==> config.mk <==
export PLATFORM = sky130hd
export DESIGN_NAME = rre_exec_unit
export DESIGN_NICKNAME = d
export VERILOG_FILES = /design/src/rre_pkg.sv /design/src/rre_exec_unit.sv /design/src/rre_rotator.sv
export VERILOG_INCLUDE_DIRS = /design/src
export SDC_FILE = /design/constraint.sdc
export NUM_CORES = 1
export LEC_CHECK = 0
export BUFFER_PORTS_ARGS = -buffer_cell sky130_fd_sc_hd__buf_2
export CAP_MARGIN = 20
export CORE_MARGIN = 4
export CORE_UTILIZATION = 25
export DETAILED_ROUTE_END_ITERATION = 12
export PLACE_DENSITY = 0.37
export SKIP_LAST_GASP = 1
export SLEW_MARGIN = 20
export SYNTH_ARGS = -nofsm -noshare
export SYNTH_HDL_FRONTEND = slang
export SYNTH_HIERARCHICAL = 1
export SYNTH_SLANG_ARGS = --single-unit
export TNS_END_PERCENT = 30
==> constraint.sdc <==
create_clock -name i_clk -period 5.61 [get_ports i_clk]
set_clock_uncertainty 0.1 [all_clocks]
set_input_delay 0 -clock i_clk [delete_from_list [all_inputs] [get_ports i_clk]]
set_output_delay 0 -clock i_clk [all_outputs]
set_load 0.01 [all_outputs]
==> src/rre_defs.svh <==
// Constants for the return and rotate execution unit
`ifndef RRE_DEFS_SVH
`define RRE_DEFS_SVH
`define RRE_DATA_W 8
`define RRE_PC_W 13
`define RRE_STACK_DEPTH 8
`define RRE_SP_W 3
`define RRE_ACC_RST 8'h00
`define RRE_CARRY_RST 1'b0
`define RRE_MIE_RST 1'b0
`define RRE_MSB 7
`define RRE_LSB 0
`endif

==> src/rre_pkg.sv <==
// Types for the return and rotate execution unit
package rre_pkg;
  typedef enum logic [3:0] {
    RRE_OP_NONE = 4'h0,
    RRE_OP_RETURN = 4'h1,
    RRE_OP_RETURN_WITH_IMMEDIATE = 4'h2,
    RRE_OP_RETURN_FROM_INTERRUPT = 4'h3,
    RRE_OP_ROTATE_LEFT_IN_PLACE = 4'h4,
    RRE_OP_ROTATE_LEFT_TO_ACC = 4'h5,
    RRE_OP_ROTATE_LEFT_THROUGH_CARRY = 4'h6,
    RRE_OP_ROTATE_LEFT_CARRY_TO_ACC = 4'h7,
    RRE_OP_ROTATE_RIGHT_IN_PLACE = 4'h8,
    RRE_OP_ROTATE_RIGHT_TO_ACC = 4'h9,
    RRE_OP_ROTATE_RIGHT_THROUGH_CARRY = 4'ha,
    RRE_OP_ROTATE_RIGHT_CARRY_TO_ACC = 4'hb
  } rre_op_e;

  // Instruction issued by the sequencer
  typedef struct packed {
    logic valid;
    rre_op_e op;
    logic [7:0] operand;
  } rre_cmd_s;

  // Data memory write request
  typedef struct packed {
    logic we;
    logic [7:0] data;
  } rre_mem_wr_s;
endpackage

==> src/rre_exec_unit.sv <==
// Return and rotate execution unit
// Functional notes
// - Plain return loads the program counter from the popped stack entry.
// - Return with immediate restores PC and writes immediate to accumulator.
// - Interrupt return restores PC and sets master interrupt enable to one.
// - Pending interrupt at interrupt return is serviced before main program resumes.
// - Rotate left in place writes rotated byte back, bit 7 into bit 0.
// - Rotate left to accumulator places rotated byte in accumulator only.
// - Rotate left through carry writes memory; old bit 7 becomes carry.
// - Rotate left carry to accumulator writes accumulator; carry from old bit 7.
// - Rotate right in place writes rotated byte back, bit 0 into bit 7.
// - Rotate right to accumulator places rotated byte in accumulator only.
// - Rotate right through carry writes memory; old bit 0 becomes carry.
// - Rotate right carry to accumulator writes accumulator; carry from old bit 0.
`timescale 1ns/1ps
`include "rre_defs.svh"
module rre_exec_unit #(
  parameter int DEPTH = `RRE_STACK_DEPTH,
  parameter int SP_W = `RRE_SP_W,
  parameter int PC_W = `RRE_PC_W
) (
  input wire logic i_clk, // Core clock
  input wire logic i_resetn, // Async reset, active low
  input wire rre_pkg::rre_cmd_s i_cmd, // Instruction and immediate
  input wire logic [7:0] i_mem_rdata, // Addressed data memory byte
  input wire logic i_push, // Call or interrupt entry pushes a return address
  input wire logic [PC_W-1:0] i_push_pc, // Address pushed
  input wire logic i_irq_pending, // An interrupt request is waiting
  input wire logic i_mie_clear, // Interrupt entry clears the master enable
  output logic [PC_W-1:0] o_pc, // Program counter load value
  output logic o_pc_load, // Program counter load strobe
  output logic [7:0] o_acc, // Accumulator
  output logic o_carry, // Carry flag
  output logic o_master_interrupt_enable, // Master interrupt enable
  output rre_pkg::rre_mem_wr_s o_mem_wr, // Data memory write back
  output logic o_irq_take, // Pending interrupt taken after interrupt return
  output logic [SP_W-1:0] o_sp // Stack pointer
);
  import rre_pkg::*;

  logic [PC_W-1:0] stack [DEPTH];
  logic [SP_W-1:0] sp;
  logic [SP_W-1:0] next_sp;
  logic [PC_W-1:0] pc;
  logic [PC_W-1:0] next_pc;
  logic pc_load;
  logic next_pc_load;
  logic [7:0] acc;
  logic [7:0] next_acc;
  logic carry;
  logic next_carry;
  logic mie;
  logic next_mie;
  rre_mem_wr_s mem_wr;
  rre_mem_wr_s next_mem_wr;
  logic irq_take;
  logic next_irq_take;
  logic is_ret;
  logic rot_right;
  logic rot_thru;
  logic [7:0] rot_data;
  logic rot_carry;
  logic [SP_W-1:0] top;

  // Shared rotator for all eight rotate forms
  rre_rotator #(.W(8)) u_rot (
    .i_data(i_mem_rdata),
    .i_carry(carry),
    .i_right(rot_right),
    .i_thru_carry(rot_thru),
    .o_data(rot_data),
    .o_carry(rot_carry)
  );

  // Decode rotate direction and carry use
  always_comb begin
    rot_right = i_cmd.op inside {RRE_OP_ROTATE_RIGHT_IN_PLACE, RRE_OP_ROTATE_RIGHT_TO_ACC,
      RRE_OP_ROTATE_RIGHT_THROUGH_CARRY, RRE_OP_ROTATE_RIGHT_CARRY_TO_ACC};
    rot_thru = i_cmd.op inside {RRE_OP_ROTATE_LEFT_THROUGH_CARRY,
      RRE_OP_ROTATE_LEFT_CARRY_TO_ACC, RRE_OP_ROTATE_RIGHT_THROUGH_CARRY,
      RRE_OP_ROTATE_RIGHT_CARRY_TO_ACC};
    is_ret = i_cmd.valid && (i_cmd.op inside {RRE_OP_RETURN, RRE_OP_RETURN_WITH_IMMEDIATE,
      RRE_OP_RETURN_FROM_INTERRUPT});
    top = sp - SP_W'(1);
  end

  // Next state of execution results
  always_comb begin
    next_sp = sp;
    next_pc = pc;
    next_pc_load = 1'b0;
    next_acc = acc;
    next_carry = carry;
    next_mie = mie;
    next_mem_wr = '{we: 1'b0, data: mem_wr.data};
    next_irq_take = 1'b0;
    if (i_mie_clear) begin
      next_mie = 1'b0;
    end
    if (i_push) begin
      next_sp = sp + SP_W'(1);
    end
    if (i_cmd.valid) begin
      unique case (i_cmd.op)
        RRE_OP_NONE: begin
        end
        RRE_OP_RETURN: begin
          next_pc = stack[top];
          next_pc_load = 1'b1;
        end
        RRE_OP_RETURN_WITH_IMMEDIATE: begin
          next_pc = stack[top];
          next_pc_load = 1'b1;
          next_acc = i_cmd.operand;
        end
        RRE_OP_RETURN_FROM_INTERRUPT: begin
          next_pc = stack[top];
          next_pc_load = 1'b1;
          next_mie = 1'b1;
          next_irq_take = i_irq_pending;
        end
        RRE_OP_ROTATE_LEFT_IN_PLACE, RRE_OP_ROTATE_RIGHT_IN_PLACE: begin
          next_mem_wr = '{we: 1'b1, data: rot_data};
        end
        RRE_OP_ROTATE_LEFT_TO_ACC, RRE_OP_ROTATE_RIGHT_TO_ACC: begin
          next_acc = rot_data;
        end
        RRE_OP_ROTATE_LEFT_THROUGH_CARRY, RRE_OP_ROTATE_RIGHT_THROUGH_CARRY: begin
          next_mem_wr = '{we: 1'b1, data: rot_data};
          next_carry = rot_carry;
        end
        RRE_OP_ROTATE_LEFT_CARRY_TO_ACC, RRE_OP_ROTATE_RIGHT_CARRY_TO_ACC: begin
          next_acc = rot_data;
          next_carry = rot_carry;
        end
        default: begin
        end
      endcase
    end
    if (is_ret) begin
      next_sp = i_push ? sp : top;
    end
  end

  // Register execution results
  always_ff @(posedge i_clk or negedge i_resetn) begin
    if (!i_resetn) begin
      sp <= '0;
      pc <= '0;
      pc_load <= 1'b0;
      acc <= `RRE_ACC_RST;
      carry <= `RRE_CARRY_RST;
      mie <= `RRE_MIE_RST;
      mem_wr <= '0;
      irq_take <= 1'b0;
    end else begin
      sp <= next_sp;
      pc <= next_pc;
      pc_load <= next_pc_load;
      acc <= next_acc;
      carry <= next_carry;
      mie <= next_mie;
      mem_wr <= next_mem_wr;
      irq_take <= next_irq_take;
    end
  end

  // Stack storage, written on push
  always_ff @(posedge i_clk) begin
    if (i_push) begin
      stack[is_ret ? top : sp] <= i_push_pc;
    end
  end

  assign o_pc = pc;
  assign o_pc_load = pc_load;
  assign o_acc = acc;
  assign o_carry = carry;
  assign o_master_interrupt_enable = mie;
  assign o_mem_wr = mem_wr;
  assign o_irq_take = irq_take;
  assign o_sp = sp;
endmodule // rre_exec_unit

==> src/rre_rotator.sv <==
// Combinational 8-bit rotator, optionally through carry
`timescale 1ns/1ps
`include "rre_defs.svh"
module rre_rotator #(
  parameter int W = 8
) (
  input wire logic [W-1:0] i_data, // Byte to rotate
  input wire logic i_carry, // Current carry flag
  input wire logic i_right, // 1 rotates right
  input wire logic i_thru_carry, // 1 rotates through carry
  output logic [W-1:0] o_data, // Rotated byte
  output logic o_carry // Carry after rotation
);
  // Select the bit entering the vacated end and the bit leaving
  always_comb begin
    if (i_right) begin
      o_data = {(i_thru_carry ? i_carry : i_data[0]), i_data[W-1:1]};
      o_carry = i_thru_carry ? i_data[0] : i_carry;
    end else begin
      o_data = {i_data[W-2:0], (i_thru_carry ? i_carry : i_data[W-1])};
      o_carry = i_thru_carry ? i_data[W-1] : i_carry;
    end
  end
endmodule // rre_rotator

* Word level (Yosys, flattened, before mapping) *
Memories as Yosys holds them, arrays and structs flattened. A register that Yosys moved wholly into a read port is not among the register bits.
Cells that the tools add are included.

operators by class
  $add $sub $neg = 2
  muxes and demuxes = 22
  reductions and logical operators = 16
  equal/unequal tests = 12

operators by type and width
  operator               count
  $mux W9                2
  $eq A4 B3 Y1 const B   4
  $eq A4 B4 Y1 const B   4
  $pmux W8 S2            1
  $mux W1                14
  $mux W3                4
  $reduce_or A4 Y1       3
  $eq A4 B2 Y1 const B   2
  $mux W8                1
  $reduce_and A2 Y1      4
  $reduce_bool A4 Y1     2
  $eq A4 B1 Y1 const B   1
  $reduce_bool A2 Y1     2
  $add A3 B1 Y3 const B  1
  $reduce_and A3 Y1      1
  $reduce_bool A3 Y1     1
  $reduce_or A3 Y1       1
  $sub A3 B1 Y3 const B  1
  $ne A2 B2 Y1 const B   1
  $logic_and A1 B1 Y1    1
  $logic_not A1 Y1       1

word-level totals
  output and inout port bits = 37
  memory bits (writable) = 104
  bits in registers = 24
  memories kept = 1
  bits of input ports = 39
  word-level logic and storage cells = 61

memory list
  name   depth  bits a word  read ports  clocked after Yosys merged registers in  write ports  RTL line             text
  stack  8      13           1           1                                        1            rre_exec_unit.sv:41  logic [PC_W-1:0] stack [DEPTH];

* Longest topological paths before layout *
  depth in word-level cells = 6
  depth in mapped cells = 9
  gate-level depth less buffers = 6

* Cells and area by module *
Netlist, hierarchy kept.

by module, submodules not included
  module         seq. area each (µm²)  instances  cells each  area each (µm²)
  rre_exec_unit  4048.9                1          350         5748.0
  rre_rotator    0.0                   1          16          135.1

* Worst setup path after synthesis *
Ideal clock, no wire load.

  path type = flip-flop to flip-flop
  start point = reg sp[0], in the netlist o_sp[0]
  end point = mem stack[2][0] in the netlist's numbering (enable)
  path buffers = 3
  library setup time = 0.382 ns
  slack = 2.626 ns
  arrival = 2.501 ns
  cell stages (with the launch flop) = 10
  path through = dfrtp_1 > buf_2 > buf_2 > inv_1 > ha_1 > xor2_2 > nor2_1 > buf_2 > mux2i_1 > nor2_1

between the ends
  word-level cells in the longest chain between the ends = 2

RTL lines
  item                      RTL line              text
  start: declaration        rre_exec_unit.sv:42   logic [SP_W-1:0] sp;
  start signal: assignment  rre_exec_unit.sv:157  sp <= next_sp;
  $sub A3 B1 Y3             rre_exec_unit.sv:84   top = sp - SP_W'(1);
  $mux W3 *                 rre_exec_unit.sv:171  stack[is_ret ? top : sp] <= i_push_pc;
  end: declaration          rre_exec_unit.sv:41

Every way passes the cells marked *; elsewhere a longest branch is shown, timed or not.

* Final worst setup path *
  start point = reg sp[1], in the netlist o_sp[1]
  end point = mem stack[1][9] in the netlist's numbering (enable)

The elaborated chain is that of the path after synthesis.

==> run summary <==
The wire-length estimate of the detail-placed layout is 11.0 mm. Summed over all nets, wire length on met3 after detailed routing comes to 772 um. The run finished with clean final reports. Sequential cells burn 41.1% of the power. The critical path is of the register to register type. The run gives 12.3% as the global-route usage over all layers. For the final routed database, the setup TNS stands at 0 ns. In this run the core area contains 55 standard-cell rows. The first global-routing pass estimated 22.8 mm of wire. The number of iterations in the first detailed-routing pass was 5. Post-CTS timing repair inserted 0 buffers for setup. Along the worst hold path, the cell count comes to 4. The leakage power is 2.97 nW, and the iteration-0 DRC count of the detailed router is 198. Top fanout value on the critical path: 14.

Share of the cycle needed by the critical path after routing: 53.6%. STA puts the critical path data required time at 5.56 ns. The max-slew violation count came out at 0. The clock network accounts for 32.4% of the total power. After the last flow step, the layout net total stands at 532. The ratio of routed vias to standard cells is 4.25.

Counting distinct cell types in the post-synthesis netlist gives 35. The final worst slack is 2.60 ns, and the via count of the first global-routing pass is 3581. Measured against its own limit, the worst slew margin works out to 37.7%. The number of hold violations in the final report was 0.

The maximum clock frequency came out at 332 MHz. No sink is reached through more buffers than the 2 on the longest clock path. In this run the top signal layer used is met4. Setup violations remaining at the end of the flow were counted as 0. The synthesized netlist occupies a cell area of 5880 um2.

The floorplan die width was 161 um; the mean post-synth cell area was 16.1 um2. TritonCTS built the clock tree. Clock transition at the registers of the reported paths: 0.06 ns. The worst path needs 3.01 ns of the cycle, external delays included. The final wirelength came out at 15.8 mm.

The synthesized design contains 141 register bits. The boundary pin count is 76, and the initial antenna violation count is 0. The cell sitting at the root of the clock tree is a clkbuf_16.

The min-delay analysis places its worst path in the category primary input to register. The placeable core region is 22900 um2. At the worst endpoint, the arrival time is 2.96 ns. The finished layout holds 815 standard cells, fillers aside. The clock reaches the later pin of the worst-skew pair after 0.42 ns.

Measured in cells, the most critical reg-to-reg path has a length of 6. The floorplan step set the die height to 161 um. Entering global routing, the biggest net connects 55 pins.

For this run, design rule violations remaining after detail routing come to 0. The largest vdd supply drop is 0.197 mV. The run gives 366 as the number of cells produced by synthesis. The share of the Yosys chip area taken by registers is 68.8%. The layout has 2258 filler cells. Power spread over the standard cell area amounts to 448 nW/um2.

In the final layout, the share of cells above drive strength 1 is 36.3%. The wire length on met1 was 6.65 mm; the final weighted congestion in routability-driven placement was 0.793. The tools report the sum of internal, switching and leakage power as 3.43 mW.

Of the total power, combinational logic draws 26.5%. The total of max-cap violations came out at 0. The logs give 0 for the sum of overflow across all layers after global routing and 17 for the number of buffers added by the clock tree synthesis step. The H-tree was split into 4 levels. During placement, the flow inserted port buffers numbering 75. Type of origin of the critical path: a register. The tools report the post-route antenna net violation count as 0. The analysis attributes to net switching a power of 1.08 mW.

The tree built by TritonCTS fans out to 141 sinks. Internal power comes to 2.34 mW. The setup slack at placement was 2.28 ns; the transition time of the tightest slew-check pin was 0.931 ns. The instance count after placement with tap cells included was 739. The switching share of total power works out to 31.6%. Setup repair after global routing left no endpoint under its margin. From synthesis to final layout, the design area changed by 29.9%.

The die covers 26100 um2. Dividing the detail-routed wire length by the instance count gives 19.4 um. The initial cell density of the core is 25.7%. Routed via count: 3465. For this run, the number of Yosys warnings is 6. Synthesis produced a netlist with a net count of 409.

The number of antenna diodes in the final layout is 0. The met2 layer wire length in the routed design was 7.99 mm. The worst setup path is captured at a register.
## state kept, by name, indices dropped and copies added, names as in the netlist
name,flops
o_acc,8
o_carry,1
o_irq_take,1
o_master_interrupt_enable,1
o_mem_wr,9
o_pc,13
o_pc_load,1
o_sp,3
stack,104
## power groups by stage
stage	Sequential [mW]	Clock, mW	Combinational [mW]
floorplan	1.44	0	0.534
finish	1.41	1.11	0.909
detailed placement	1.43	0	0.894
global route	1.43	1.19	0.991
CTS	1.41	1.14	0.919
global placement	1.43	0	0.892
## final timing paths
| kind | from | endpoint | slack (ns) |
|---|---|---|---|
| min | i_cmd[8] | o_mem_wr[8]$_DFF_PN0_ | 0.07 |
| min reg2reg | o_pc[9]$_DFFE_PN0P_ | o_pc[9]$_DFFE_PN0P_ | 0.37 |
| min in group asynchronous | i_resetn | o_irq_take$_DFF_PN0_ | 0.15 |
| max reg2reg | o_sp[1]$_DFFE_PN0P_ | stack[1][9]$_DFFE_PP_ | 2.60 |
| max | o_sp[1]$_DFFE_PN0P_ | stack[1][9]$_DFFE_PP_ | 2.60 |
| max in group asynchronous | i_resetn | o_sp[0]$_DFFE_PN0P_ | 4.62 |
## cell type report
cell class / instances / area (um2) / area share [%]
Multi-Input combinational cell: 199 / 1740 / 22.8
Clock inverter: 15 / 166 / 2.18
Clock buffer: 17 / 425 / 5.57
Timing Repair Buffer: 122 / 838 / 11.0
Sequential cell: 141 / 4050 / 53.0
Inverter: 8 / 30.0 / 0.393
Tap cell: 313 / 392 / 5.13
## cells by family (layout without fill, tap and decap cells)
group	Yosys count	after routing	synth area share, %
muxes	92	92	17.4
AOI/OAI and AO/OA	50	50	6.12
and+or+nand+nor	48	48	3.76
buffers and inverters	26	162	2.00
xor gates and xnor gates	4	4	0.851
DFF	141	141	68.8
adders and majority gates	5	5	1.02
## worst max-delay path, stage by stage (launching register included)
cell and delay, ns:
dfrtp_1 0.42, inv_1 0.12, ha_1 0.36, inv_1 0.07, nor2_1 0.67, mux2i_1 0.26
nor2_2 0.64
## layer usage
metal	track usage (%)	vias to the layer above
li1	-	1646
met1	14.5	1701
met2	21.2	95
met3	3.29	23
met4	5.31	0
met5	0	-
## Yosys cell counts
cell type	n	share of area, %
o22ai_1	14	1.5
clkbuf_2	1	0.085
nand2_1	20	1.3
a22o_1	13	1.9
xnor2_1	1	0.15
o31ai_1	13	1.7
mux2i_1	33	5.6
nor2_1	17	1.1
and2_2	1	0.13
a211o_1	1	0.15
and2b_2	1	0.15
maj3_1	1	0.17
nor3b_1	2	0.26
nand4_1	1	0.11
mux2_2	51	9.8
o21ai_2	1	0.15
buf_1	1	0.064
and3_1	1	0.11
nand2_4	1	0.19
xor2_1	1	0.15
clkbuf_1	6	0.38
o21ai_0	4	0.34
nand2b_1	2	0.21
mux2_4	8	2.0
buf_2	9	0.77
nand3_2	1	0.17
edfxtp_1	104	53
inv_1	8	0.51
dfrtp_1	37	16
nand3_1	1	0.085
a21oi_1	3	0.26
xor2_2	2	0.55
buf_6	1	0.19
a2bb2oi_1	1	0.15
ha_1	4	0.85
## cells in the final DEF, fill, tap and decap left out, drive strengths merged, types with 3 or more instances in the layout
master and count:
a22o 13, ha 4, mux2i 33, o21ai 5, dfrtp 37, dlygate4sd3 44
clkinv 8, nand2 21, mux2 59, o22ai 14, buf 78, nor2 17
o31ai 13, clkbuf 17, edfxtp 104, inv 11, a21oi 3, xor2 3
## what timing repair did
item	in CTS	in global routing
resized for setup	0	0
endpoints found under the hold margin	164	0
endpoints found under the setup margin	0	0
hold buffers	44	0
## metrics by stage
step                      utilization (%)  hold WS (ns)  area [um2]
after global placement               28.7        0.0848        6580
final                                33.3        0.0725        7640
after detailed placement             28.8        0.0890        6600
after CTS                            33.3        0.0727        7630
after global routing                 33.3         0.112        7640
after floorplan                         -        -0.396        5880
Note: power is estimated with default switching activity, not from simulation.
